===== src/design/jti_pkg.sv =====
// package: constants and types for the test access port instruction logic
// Function
// - instruction register is three bits, eight codes
// - new instruction takes effect at Update-IR only
// - identification code shifts out in Shift-DR
// - identification instruction after reset and Test-Logic-Reset
// - high-Z sample selects boundary chain, floats bus
// - sample/preload captures pins in Capture-DR
// - captured boundary data shifts out in Shift-DR
// - preload latches pattern into parallel outputs
// - shift in new data while old shifts out
// - bypass places single bit between TDI, TDO
// - external test drives preloaded values onto pins
// - cell 108 latched at Update-DR controls bus
// - cell one drives bus, zero floats it
// - cell 108 cleared at reset and Test-Logic-Reset
// - decode 000,001,010,100,111; others reserved
// - Capture-IR loads 01 into low bits
// - scan registers shift in at MSB, out LSB
// - five TMS-high rising edges reset the port
package jti_pkg;

  localparam int unsigned IR_W      = 3;
  localparam int unsigned ID_W      = 32;
  localparam int unsigned BSR_LEN   = 109;
  localparam int unsigned PIN_CNT   = 108;
  localparam int unsigned OE_CELL   = 108;
  localparam int unsigned TLR_EDGES = 5;

  localparam logic [IR_W-1:0] OP_EXTEST  = 3'h0;
  localparam logic [IR_W-1:0] OP_IDCODE  = 3'h1;
  localparam logic [IR_W-1:0] OP_HIGHZ   = 3'h2;
  localparam logic [IR_W-1:0] OP_SAMPLE  = 3'h4;
  localparam logic [IR_W-1:0] OP_BYPASS  = 3'h7;
  localparam logic [IR_W-1:0] IR_RESET   = OP_IDCODE;
  localparam logic [1:0]      IR_CAPTURE = 2'h1;
  localparam logic            OE_RESET   = 1'h0;

  // identification value is arbitrary; bit 0 marks presence of the register
  localparam logic [ID_W-1:0] ID_VALUE = 32'h0abc_d001;

  typedef enum logic [3:0] {
    ST_TLR, ST_RTI, ST_SEL_DR, ST_CAP_DR, ST_SHF_DR, ST_EX1_DR, ST_PAU_DR, ST_EX2_DR, ST_UPD_DR,
    ST_SEL_IR, ST_CAP_IR, ST_SHF_IR, ST_EX1_IR, ST_PAU_IR, ST_EX2_IR, ST_UPD_IR
  } jti_state_t;

  typedef struct packed {
    logic tck;
    logic tms;
    logic tdi;
  } jti_link_t;

endpackage


===== src/design/jti_tap.sv =====
// module: test access port sequencer, instruction decode and scan registers
`timescale 1ns/10ps
module jti_tap (
  // clock and reset
  input  wire logic                          ref_clk,
  input  wire logic                          rst_n,
  // test link pins
  input  wire jti_pkg::jti_link_t            link_in,
  output logic                               tdo_ff,
  output logic                               tdo_oe_ff,
  // boundary pins
  input  wire logic [jti_pkg::PIN_CNT-1:0]   pin_in,
  output logic [jti_pkg::PIN_CNT-1:0]        pin_drive_ff,
  output logic                               test_drive_ff,
  output logic                               rdata_oe_ff
);

  jti_pkg::jti_link_t                link_s1_ff;
  jti_pkg::jti_link_t                link_s2_ff;
  logic                              tck_prev_ff;
  logic [jti_pkg::PIN_CNT-1:0]       pin_s1_ff;
  logic [jti_pkg::PIN_CNT-1:0]       pin_s2_ff;
  jti_pkg::jti_state_t               state_ff;
  jti_pkg::jti_state_t               nxt_state;
  logic [jti_pkg::IR_W-1:0]          ir_ff;
  logic [jti_pkg::IR_W-1:0]          ir_shift_ff;
  logic [jti_pkg::ID_W-1:0]          id_shift_ff;
  logic                              byp_ff;
  logic [jti_pkg::BSR_LEN-1:0]       bsr_ff;
  logic [jti_pkg::BSR_LEN-1:0]       preload_ff;
  logic [2:0]                        tms_run_ff;
  logic                              tck_rise;
  logic                              tck_fall;
  logic                              tms_s;
  logic                              tdi_s;

  // boundary chain is selected by extest, high-Z sample and sample/preload
  function automatic logic uses_bsr(input logic [jti_pkg::IR_W-1:0] op);
    uses_bsr = (op == jti_pkg::OP_EXTEST) || (op == jti_pkg::OP_HIGHZ) || (op == jti_pkg::OP_SAMPLE);
  endfunction

  // reserved codes fall back to bypass so the chain length stays defined
  function automatic logic dr_serial_out(input logic [jti_pkg::IR_W-1:0] op,
                                         input logic [jti_pkg::ID_W-1:0] id_v,
                                         input logic [jti_pkg::BSR_LEN-1:0] bsr_v,
                                         input logic byp_v);
    if (uses_bsr(op)) begin
      dr_serial_out = bsr_v[0];
    end else if (op == jti_pkg::OP_IDCODE) begin
      dr_serial_out = id_v[0];
    end else begin
      dr_serial_out = byp_v;
    end
  endfunction

  // link pins arrive from another clock; only the second stage is read
  always_ff @(posedge ref_clk or negedge rst_n) begin
    if (!rst_n) begin
      link_s1_ff  <= '0;
      link_s2_ff  <= '0;
      tck_prev_ff <= 1'h0;
    end else begin
      link_s1_ff  <= link_in;
      link_s2_ff  <= link_s1_ff;
      tck_prev_ff <= link_s2_ff.tck;
    end
  end

  always_ff @(posedge ref_clk or negedge rst_n) begin
    if (!rst_n) begin
      pin_s1_ff <= '0;
      pin_s2_ff <= '0;
    end else begin
      pin_s1_ff <= pin_in;
      pin_s2_ff <= pin_s1_ff;
    end
  end

  assign tck_rise = link_s2_ff.tck & ~tck_prev_ff;
  assign tck_fall = ~link_s2_ff.tck & tck_prev_ff;
  assign tms_s    = link_s2_ff.tms;
  assign tdi_s    = link_s2_ff.tdi;

  always_comb begin
    nxt_state = state_ff;
    case (state_ff)
      jti_pkg::ST_TLR:    nxt_state = tms_s ? jti_pkg::ST_TLR    : jti_pkg::ST_RTI;
      jti_pkg::ST_RTI:    nxt_state = tms_s ? jti_pkg::ST_SEL_DR : jti_pkg::ST_RTI;
      jti_pkg::ST_SEL_DR: nxt_state = tms_s ? jti_pkg::ST_SEL_IR : jti_pkg::ST_CAP_DR;
      jti_pkg::ST_CAP_DR: nxt_state = tms_s ? jti_pkg::ST_EX1_DR : jti_pkg::ST_SHF_DR;
      jti_pkg::ST_SHF_DR: nxt_state = tms_s ? jti_pkg::ST_EX1_DR : jti_pkg::ST_SHF_DR;
      jti_pkg::ST_EX1_DR: nxt_state = tms_s ? jti_pkg::ST_UPD_DR : jti_pkg::ST_PAU_DR;
      jti_pkg::ST_PAU_DR: nxt_state = tms_s ? jti_pkg::ST_EX2_DR : jti_pkg::ST_PAU_DR;
      jti_pkg::ST_EX2_DR: nxt_state = tms_s ? jti_pkg::ST_UPD_DR : jti_pkg::ST_SHF_DR;
      jti_pkg::ST_UPD_DR: nxt_state = tms_s ? jti_pkg::ST_SEL_DR : jti_pkg::ST_RTI;
      jti_pkg::ST_SEL_IR: nxt_state = tms_s ? jti_pkg::ST_TLR    : jti_pkg::ST_CAP_IR;
      jti_pkg::ST_CAP_IR: nxt_state = tms_s ? jti_pkg::ST_EX1_IR : jti_pkg::ST_SHF_IR;
      jti_pkg::ST_SHF_IR: nxt_state = tms_s ? jti_pkg::ST_EX1_IR : jti_pkg::ST_SHF_IR;
      jti_pkg::ST_EX1_IR: nxt_state = tms_s ? jti_pkg::ST_UPD_IR : jti_pkg::ST_PAU_IR;
      jti_pkg::ST_PAU_IR: nxt_state = tms_s ? jti_pkg::ST_EX2_IR : jti_pkg::ST_PAU_IR;
      jti_pkg::ST_EX2_IR: nxt_state = tms_s ? jti_pkg::ST_UPD_IR : jti_pkg::ST_SHF_IR;
      jti_pkg::ST_UPD_IR: nxt_state = tms_s ? jti_pkg::ST_SEL_DR : jti_pkg::ST_RTI;
      default:            nxt_state = jti_pkg::ST_TLR;
    endcase
  end

  // sequencer advances only on a sampled rising test-clock edge
  always_ff @(posedge ref_clk or negedge rst_n) begin
    if (!rst_n) begin
      state_ff <= jti_pkg::ST_TLR;
    end else if (tck_rise) begin
      state_ff <= nxt_state;
    end
  end

  // helper for the reset check: consecutive rising edges with TMS high
  always_ff @(posedge ref_clk or negedge rst_n) begin
    if (!rst_n) begin
      tms_run_ff <= 3'h0;
    end else if (tck_rise) begin
      if (!tms_s) begin
        tms_run_ff <= 3'h0;
      end else if (tms_run_ff != 3'h7) begin
        tms_run_ff <= tms_run_ff + 3'h1;
      end
    end
  end

  // instruction shift stage; bit 2 is cleared on capture
  always_ff @(posedge ref_clk or negedge rst_n) begin
    if (!rst_n) begin
      ir_shift_ff <= '0;
    end else if (tck_rise) begin
      if (state_ff == jti_pkg::ST_CAP_IR) begin
        ir_shift_ff <= {1'h0, jti_pkg::IR_CAPTURE};
      end else if (state_ff == jti_pkg::ST_SHF_IR) begin
        ir_shift_ff <= {tdi_s, ir_shift_ff[jti_pkg::IR_W-1:1]};
      end
    end
  end

  // current instruction; Test-Logic-Reset is synchronous so TCK must run to reach it
  always_ff @(posedge ref_clk or negedge rst_n) begin
    if (!rst_n) begin
      ir_ff <= jti_pkg::IR_RESET;
    end else if (state_ff == jti_pkg::ST_TLR) begin
      ir_ff <= jti_pkg::IR_RESET;
    end else if (tck_rise && state_ff == jti_pkg::ST_UPD_IR) begin
      ir_ff <= ir_shift_ff;
    end
  end

  always_ff @(posedge ref_clk or negedge rst_n) begin
    if (!rst_n) begin
      id_shift_ff <= '0;
    end else if (tck_rise && ir_ff == jti_pkg::OP_IDCODE) begin
      if (state_ff == jti_pkg::ST_CAP_DR) begin
        id_shift_ff <= jti_pkg::ID_VALUE;
      end else if (state_ff == jti_pkg::ST_SHF_DR) begin
        id_shift_ff <= {tdi_s, id_shift_ff[jti_pkg::ID_W-1:1]};
      end
    end
  end

  always_ff @(posedge ref_clk or negedge rst_n) begin
    if (!rst_n) begin
      byp_ff <= 1'h0;
    end else if (tck_rise && !uses_bsr(ir_ff) && ir_ff != jti_pkg::OP_IDCODE) begin
      if (state_ff == jti_pkg::ST_CAP_DR) begin
        byp_ff <= 1'h0;
      end else if (state_ff == jti_pkg::ST_SHF_DR) begin
        byp_ff <= tdi_s;
      end
    end
  end

  // pins are sampled two ref_clk cycles late; unstable pins give no guaranteed value
  always_ff @(posedge ref_clk or negedge rst_n) begin
    if (!rst_n) begin
      bsr_ff <= '0;
    end else if (tck_rise && uses_bsr(ir_ff)) begin
      if (state_ff == jti_pkg::ST_CAP_DR) begin
        bsr_ff <= {preload_ff[jti_pkg::OE_CELL], pin_s2_ff};
      end else if (state_ff == jti_pkg::ST_SHF_DR) begin
        bsr_ff <= {tdi_s, bsr_ff[jti_pkg::BSR_LEN-1:1]};
      end
    end
  end

  always_ff @(posedge ref_clk or negedge rst_n) begin
    if (!rst_n) begin
      preload_ff <= '0;
    end else if (state_ff == jti_pkg::ST_TLR) begin
      preload_ff[jti_pkg::OE_CELL] <= jti_pkg::OE_RESET;
    end else if (tck_rise && state_ff == jti_pkg::ST_UPD_DR &&
                 (ir_ff == jti_pkg::OP_SAMPLE || ir_ff == jti_pkg::OP_EXTEST)) begin
      preload_ff <= bsr_ff;
    end
  end

  // test drive and bus enable follow the current instruction, pins always follow preload; outside test the memory owns the bus
  always_ff @(posedge ref_clk or negedge rst_n) begin
    if (!rst_n) begin
      pin_drive_ff  <= '0;
      test_drive_ff <= 1'h0;
      rdata_oe_ff   <= 1'h1;
    end else begin
      pin_drive_ff  <= preload_ff[jti_pkg::PIN_CNT-1:0];
      test_drive_ff <= (ir_ff == jti_pkg::OP_EXTEST);
      if (ir_ff == jti_pkg::OP_EXTEST) begin
        rdata_oe_ff <= preload_ff[jti_pkg::OE_CELL];
      end else begin
        rdata_oe_ff <= (ir_ff != jti_pkg::OP_HIGHZ);
      end
    end
  end

  // TDO is updated half a test clock after the shift edge
  always_ff @(posedge ref_clk or negedge rst_n) begin
    if (!rst_n) begin
      tdo_ff    <= 1'h0;
      tdo_oe_ff <= 1'h0;
    end else if (tck_fall) begin
      tdo_oe_ff <= (state_ff == jti_pkg::ST_SHF_IR) || (state_ff == jti_pkg::ST_SHF_DR);
      if (state_ff == jti_pkg::ST_SHF_IR) begin
        tdo_ff <= ir_shift_ff[0];
      end else begin
        tdo_ff <= dr_serial_out(ir_ff, id_shift_ff, bsr_ff, byp_ff);
      end
    end
  end

  ir_update_a: assert property (@(posedge ref_clk) disable iff (!rst_n)
    !(tck_rise && state_ff == jti_pkg::ST_UPD_IR) && state_ff != jti_pkg::ST_TLR |=> $stable(ir_ff))
    else $error("instruction changed outside update");

  tlr_idcode_a: assert property (@(posedge ref_clk) disable iff (!rst_n)
    state_ff == jti_pkg::ST_TLR |=> ir_ff == jti_pkg::OP_IDCODE && !preload_ff[jti_pkg::OE_CELL])
    else $error("reset state did not restore instruction and cell");

  ir_capture_a: assert property (@(posedge ref_clk) disable iff (!rst_n)
    tck_rise && state_ff == jti_pkg::ST_CAP_IR |=> ir_shift_ff == 3'h1)
    else $error("capture pattern wrong");

  tdo_fall_a: assert property (@(posedge ref_clk) disable iff (!rst_n)
    $changed(tdo_ff) || $changed(tdo_oe_ff) |-> $past(tck_fall))
    else $error("tdo changed off a falling edge");

  tms_reset_a: assert property (@(posedge ref_clk) disable iff (!rst_n)
    tms_run_ff >= 3'h5 |-> state_ff == jti_pkg::ST_TLR)
    else $error("five high tms edges did not reset");

  id_capture_a: assert property (@(posedge ref_clk) disable iff (!rst_n)
    tck_rise && state_ff == jti_pkg::ST_CAP_DR && ir_ff == jti_pkg::OP_IDCODE |=> id_shift_ff == 32'h0abc_d001)
    else $error("identification capture wrong");

  bypass_shift_a: assert property (@(posedge ref_clk) disable iff (!rst_n)
    tck_rise && state_ff == jti_pkg::ST_SHF_DR && ir_ff == jti_pkg::OP_BYPASS |=> byp_ff == $past(tdi_s))
    else $error("bypass did not take tdi");

  bsr_shift_a: assert property (@(posedge ref_clk) disable iff (!rst_n)
    tck_rise && state_ff == jti_pkg::ST_SHF_DR && uses_bsr(ir_ff)
    |=> bsr_ff == {$past(tdi_s), $past(bsr_ff[jti_pkg::BSR_LEN-1:1])})
    else $error("boundary chain shift wrong");

  pin_capture_a: assert property (@(posedge ref_clk) disable iff (!rst_n)
    tck_rise && state_ff == jti_pkg::ST_CAP_DR && ir_ff == jti_pkg::OP_SAMPLE
    |=> bsr_ff[jti_pkg::PIN_CNT-1:0] == $past(pin_s2_ff))
    else $error("pins not captured");

  preload_upd_a: assert property (@(posedge ref_clk) disable iff (!rst_n)
    tck_rise && state_ff == jti_pkg::ST_UPD_DR && ir_ff == jti_pkg::OP_SAMPLE |=> preload_ff == $past(bsr_ff))
    else $error("preload not latched at update");

  highz_bus_a: assert property (@(posedge ref_clk) disable iff (!rst_n)
    ir_ff == jti_pkg::OP_HIGHZ |=> !rdata_oe_ff)
    else $error("bus not floated under high-z sample");

  extest_oe_a: assert property (@(posedge ref_clk) disable iff (!rst_n)
    ir_ff == jti_pkg::OP_EXTEST |=> test_drive_ff && rdata_oe_ff == $past(preload_ff[jti_pkg::OE_CELL]))
    else $error("bus enable does not follow cell under extest");

  tdo_oe_on_a: assert property (@(posedge ref_clk) disable iff (!rst_n)
    tck_fall && (state_ff == jti_pkg::ST_SHF_IR || state_ff == jti_pkg::ST_SHF_DR) |=> tdo_oe_ff)
    else $error("tdo not driven while shifting");

  tdo_oe_off_a: assert property (@(posedge ref_clk) disable iff (!rst_n)
    tck_fall && state_ff == jti_pkg::ST_RTI |=> !tdo_oe_ff)
    else $error("tdo driven while idle");

  ir_tdo_lsb_a: assert property (@(posedge ref_clk) disable iff (!rst_n)
    tck_fall && state_ff == jti_pkg::ST_SHF_IR |=> tdo_ff == $past(ir_shift_ff[0]))
    else $error("instruction lsb not on tdo");

  id_tdo_lsb_a: assert property (@(posedge ref_clk) disable iff (!rst_n)
    tck_fall && state_ff == jti_pkg::ST_SHF_DR && ir_ff == jti_pkg::OP_IDCODE
    |=> tdo_ff == $past(id_shift_ff[0]))
    else $error("identification lsb not on tdo");

  rsvd_bypass_a: assert property (@(posedge ref_clk) disable iff (!rst_n)
    tck_fall && state_ff == jti_pkg::ST_SHF_DR && !uses_bsr(ir_ff) && ir_ff != jti_pkg::OP_IDCODE
    |=> tdo_ff == $past(byp_ff))
    else $error("bypass or reserved code not on one-bit chain");

  bypass_cap_a: assert property (@(posedge ref_clk) disable iff (!rst_n)
    tck_rise && state_ff == jti_pkg::ST_CAP_DR && ir_ff == jti_pkg::OP_BYPASS |=> !byp_ff)
    else $error("bypass bit not cleared on capture");

  extest_pins_a: assert property (@(posedge ref_clk) disable iff (!rst_n)
    ir_ff == jti_pkg::OP_EXTEST |=> pin_drive_ff == $past(preload_ff[jti_pkg::PIN_CNT-1:0]))
    else $error("pins do not follow preload under extest");

  sample_bus_a: assert property (@(posedge ref_clk) disable iff (!rst_n)
    ir_ff == jti_pkg::OP_SAMPLE |=> rdata_oe_ff)
    else $error("bus disturbed under sample");

endmodule // jti_tap


===== config.mk =====
export PLATFORM = sky130hd
export DESIGN_NAME = jti_tap
export DESIGN_NICKNAME = d
export VERILOG_FILES = /design/src/design/jti_pkg.sv /design/src/design/jti_tap.sv
export SDC_FILE = /design/constraint.sdc
export NUM_CORES = 1
export LEC_CHECK = 0
export ABC_AREA = 1
export BUFFER_PORTS_ARGS = -buffer_cell sky130_fd_sc_hd__buf_2
export CORE_MARGIN = 8
export CORE_UTILIZATION = 43
export DETAILED_ROUTE_END_ITERATION = 8
export HOLD_SLACK_MARGIN = 0.1
export PLACE_DENSITY = 0.69
export RECOVER_POWER = 50
export SLEW_MARGIN = 25
export SYNTH_ARGS = -nofsm -noshare
export SYNTH_HDL_FRONTEND = slang
export SYNTH_SLANG_ARGS = --single-unit
export TNS_END_PERCENT = 1

===== constraint.sdc =====
create_clock -name ref_clk -period 4.2 [get_ports ref_clk]
set_clock_uncertainty 0.1 [all_clocks]
set_input_delay 0.21 -clock ref_clk [delete_from_list [all_inputs] [get_ports ref_clk]]
set_output_delay 0.21 -clock ref_clk [all_outputs]
set_load 0.05 [all_outputs]

==> summary.md <==
| Metric | Value |
|---|---|
| Pin slew with the least headroom to its limit | ~1800 ps |
| Register bit total from synthesis | between 500 and 600 |
| Clk root buf | clkbuf_16 |
| Number of setup violations in the final report | 0 |
| GRT overflow | 0 |
| F_max | between 0.3 and 0.4 GHz |
| Failing checks | max-capacitance violations, max-slew violations |
| Longest Clk Path Bufs | 3 |
| Fraction of layout instances using a drive strength above 1 | roughly a quarter |
| Largest net degree at the start of global routing | between 100 and 150 |
| Gp weighted congestion | 0.833 |
| Post-route cell area | 25,400 um^2 |
| Setup Buffers After CTS | 0 |
| Die ar. | 54,700 um^2 |
| DRT met1 WL | around 18 mm |
| Average vias per placed instance | around 4.6 |
| Post-synthesis async set-or-reset flop share | 100% |
| Clock Latency Late Sink | just over 600 ps |
| Crit path time final | between 2000 and 3000 ps |
| Post-synth top area cell | dfrtp_1 |
| Critical Path AT | 3030 ps |
| Yosys warnings | 0 |
| WS Path Type | input pin to async pin |
| CTS Buf Count | around 60 |
| Final Max Tran Viols | 216 |
| Routed WL | ~42 mm |
| Initial core utilization | between 40% and 50% |
| Sum Neg Setup Slack | 0 ps |
| # rows | 80 |
| Multi-input logic area | roughly 4300 um^2 |
| Crit path capture type | async pin |
| Status | complete, but fails checks |
| Post-route ant nets | 0 |
| Wire length on met2 | around 21 mm |
| Area of placed instances | ~22,000 um^2 |
| Boundary Pins | around 230 |
| TritonRoute pass-1 iters | 5 |
| Layout fillers | just under 4k |
| Hold Path Class | input pin to async pin |
| Synth Flop Type | dfrtp_1 |
| Final nets | 2,145 |
| Startpoint types | input pin |
| First-pass GRT wire length | 68.8 mm |
| Reg area | between 10,000 and 15,000 um^2 |
| Netlist Area Pre-Place | around 20,000 um^2 |
| Yosys top cell area share | 72.8% |
| WL/cell | between 15 and 20 um |
| Max H-tree Level | 2 |
| VDD IR max | 0.329 mV |
| Most frequent cell after synthesis | dfrtp_1 |
| Max layer used | met4 |
| Pwr dens | 536 nW/um^2 |
| Synth cell count leaders | dfrtp_1, nand2_1, o21ai_0 |
| Port bufs | around 220 |
| Clock transition at path regs | 60 ps |
| CTS sink cnt | 596 |
| Post-Syn Nets | 1,780 |
| Pleak | 0.0121 uW |
| Die W | approximately 230 um |
| Mean area per synthesized cell | ~12 um^2 |
| Tot GR Track Use | between 10% and 20% |
| Internal cell power | 10,100 uW |
| Share of power burned in registers | roughly 46% |
| Fin crit share | around two thirds |
| Post-synth EDFFs | 0 |
| Switching part of the total | a little over a quarter |
| Initial antenna violation count | 1 |
| Routed wl met3 | 1.64 mm |
| Post-Syn Instances | ~1.7k |
| Max FO, Critical Path | approximately 120 |
| Utilization after layout | around 54% |
| Number of hold violations in the final report | 0 |
| Clock network fraction of design power | between 40% and 50% |
| RSZ-0062 raised after global routing | false |
| CTS tree | yes |
| DR iter-0 viols | between 700 and 800 |
| Via count | 12.5k |
| Area Overhead vs Synth | 24.6% |
| Yosys cell types | 27 |
| Max-cap violations | 3 |
| Slew HR | -21.4% |
| Seq/Total Area, Yosys | 73.1% |
| Critical Path RT | approximately 4500 ps |
| Drt drc | 0 |
| Vias in the first global route | ~13k |
| Core Box Area | between 40,000 and 50,000 um^2 |
| Detailed-placement wirelength estimate | approximately 26 mm |
| Area contributors post-synth | dfrtp_1, nand2_1, o21ai_2 |
| Combinational power share | between 10% and 20% |
| Die height | around 230 um |
| P_sw | ~3600 uW |
-- final timing paths --
path	start	endpoint	slack (ps)	cells past startpoint
min in group ref_clk	pin_in[1]	pin_s1_ff[1]	130	2
hold reg to reg	link_s1_ff[1]	tms_s	240	0
setup / recovery	rst_n	pin_drive_ff[35]	1430	3
max in group ref_clk	state_ff[1]	bsr_ff[85]	1520	9
setup reg to reg	state_ff[1]	bsr_ff[85]	1520	9
hold / removal	rst_n	pin_s2_ff[104]	120	2
-- through the flow --
| stage | power (uW) | hold slack (ps) | worst slack [ps] | instances |
|---|---|---|---|---|
| global route | 14300 | 110 | 935 | 2698 |
| finish | 13600 | 123 | 1430 | 2699 |
| global placement | 7960 | 219 | 1700 | 2445 |
| floorplan | 7590 | -186 | 2530 | 1667 |
| CTS | 13800 | 100 | 1570 | 2696 |
| detailed placement | 8020 | 219 | 1600 | 2445 |
-- power groups by stage --
stage	Sequential (uW)	Clock [uW]	Combinational [uW]
global route	6360	6020	1890
floorplan	6490	0	1100
finish	6320	5630	1680
CTS	6320	5760	1710
global placement	6410	0	1550
detailed placement	6430	0	1600
-- final cells by class --
| cell class | count | share of cell area, % |
|---|---|---|
| clock buffers | 82 | 6.58 |
| inverters | 131 | 1.95 |
| repair buffers | 388 | 10.9 |
| well taps | 615 | 3.03 |
| diodes | 3 | 0.0295 |
| multi-input cells | 856 | 17.1 |
| flip-flops and latches | 596 | 58.7 |
| clock inverters | 28 | 1.78 |
-- state kept, by name, indices dropped and copies added, names as in the netlist, 3 cells and up --
register	cells
pin_s2_ff	108
pin_s1_ff	108
state_ff	4
preload_ff	109
pin_drive_ff	108
link_s1_ff	3
ir_ff	3
ir_shift_ff	3
id_shift_ff	32
bsr_ff	109
-- timing repair --
item                                    in CTS  in global routing
endpoints found under the hold margin      217                  0
endpoints found under the setup margin       0                  0
hold buffers                               141                  0
gates resized for setup                      0                  0
-- routing by layer --
metal  GRT usage, %  up-vias
met5              0        -
met4           5.57        0
met3           2.81       71
met2           26.7      233
met1           19.9     6159
li1               -     6058
-- kinds of logic after synthesis --
kind of cell / Yosys count / share of synthesized area [%]
flip-flops: 596 / 73.1
buffers and inverters: 215 / 5.68
AND/OR/NAND/NOR: 477 / 10.0
AO/OA/AOI/OAI: 379 / 11.2
-- placed cells by master (no fill, tap or decap), types with 2 or more instances in the layout --
| master | count |
|---|---|
| a21oi_1 | 4 |
| clkbuf_16 | 59 |
| o21ai_1 | 121 |
| buf_4 | 10 |
| clkbuf_1 | 28 |
| o22ai_1 | 2 |
| a31oi_1 | 2 |
| nand3_1 | 12 |
| clkinv_2 | 8 |
| clkinvlp_4 | 3 |
| o21ai_0 | 147 |
| inv_6 | 3 |
| bufinv_16 | 10 |
| nand2_4 | 2 |
| inv_1 | 126 |
| buf_2 | 206 |
| o21ai_2 | 100 |
| dfrtp_1 | 594 |
| dlygate4sd3_1 | 141 |
| clkbuf_2 | 5 |
| clkbuf_8 | 11 |
| nand2_1 | 346 |
| buf_1 | 2 |
| nand2_2 | 79 |
| inv_2 | 4 |
| buf_12 | 7 |
| nor2_1 | 33 |
| clkinv_8 | 2 |
| nor2_4 | 2 |
| diode_2 | 3 |
-- worst max-delay path: stages --
cell	delay (ps)
dlygate4sd3_1	560
buf_8	600
clkbuf_2	1420
Power figures use the tool's default switching activity.
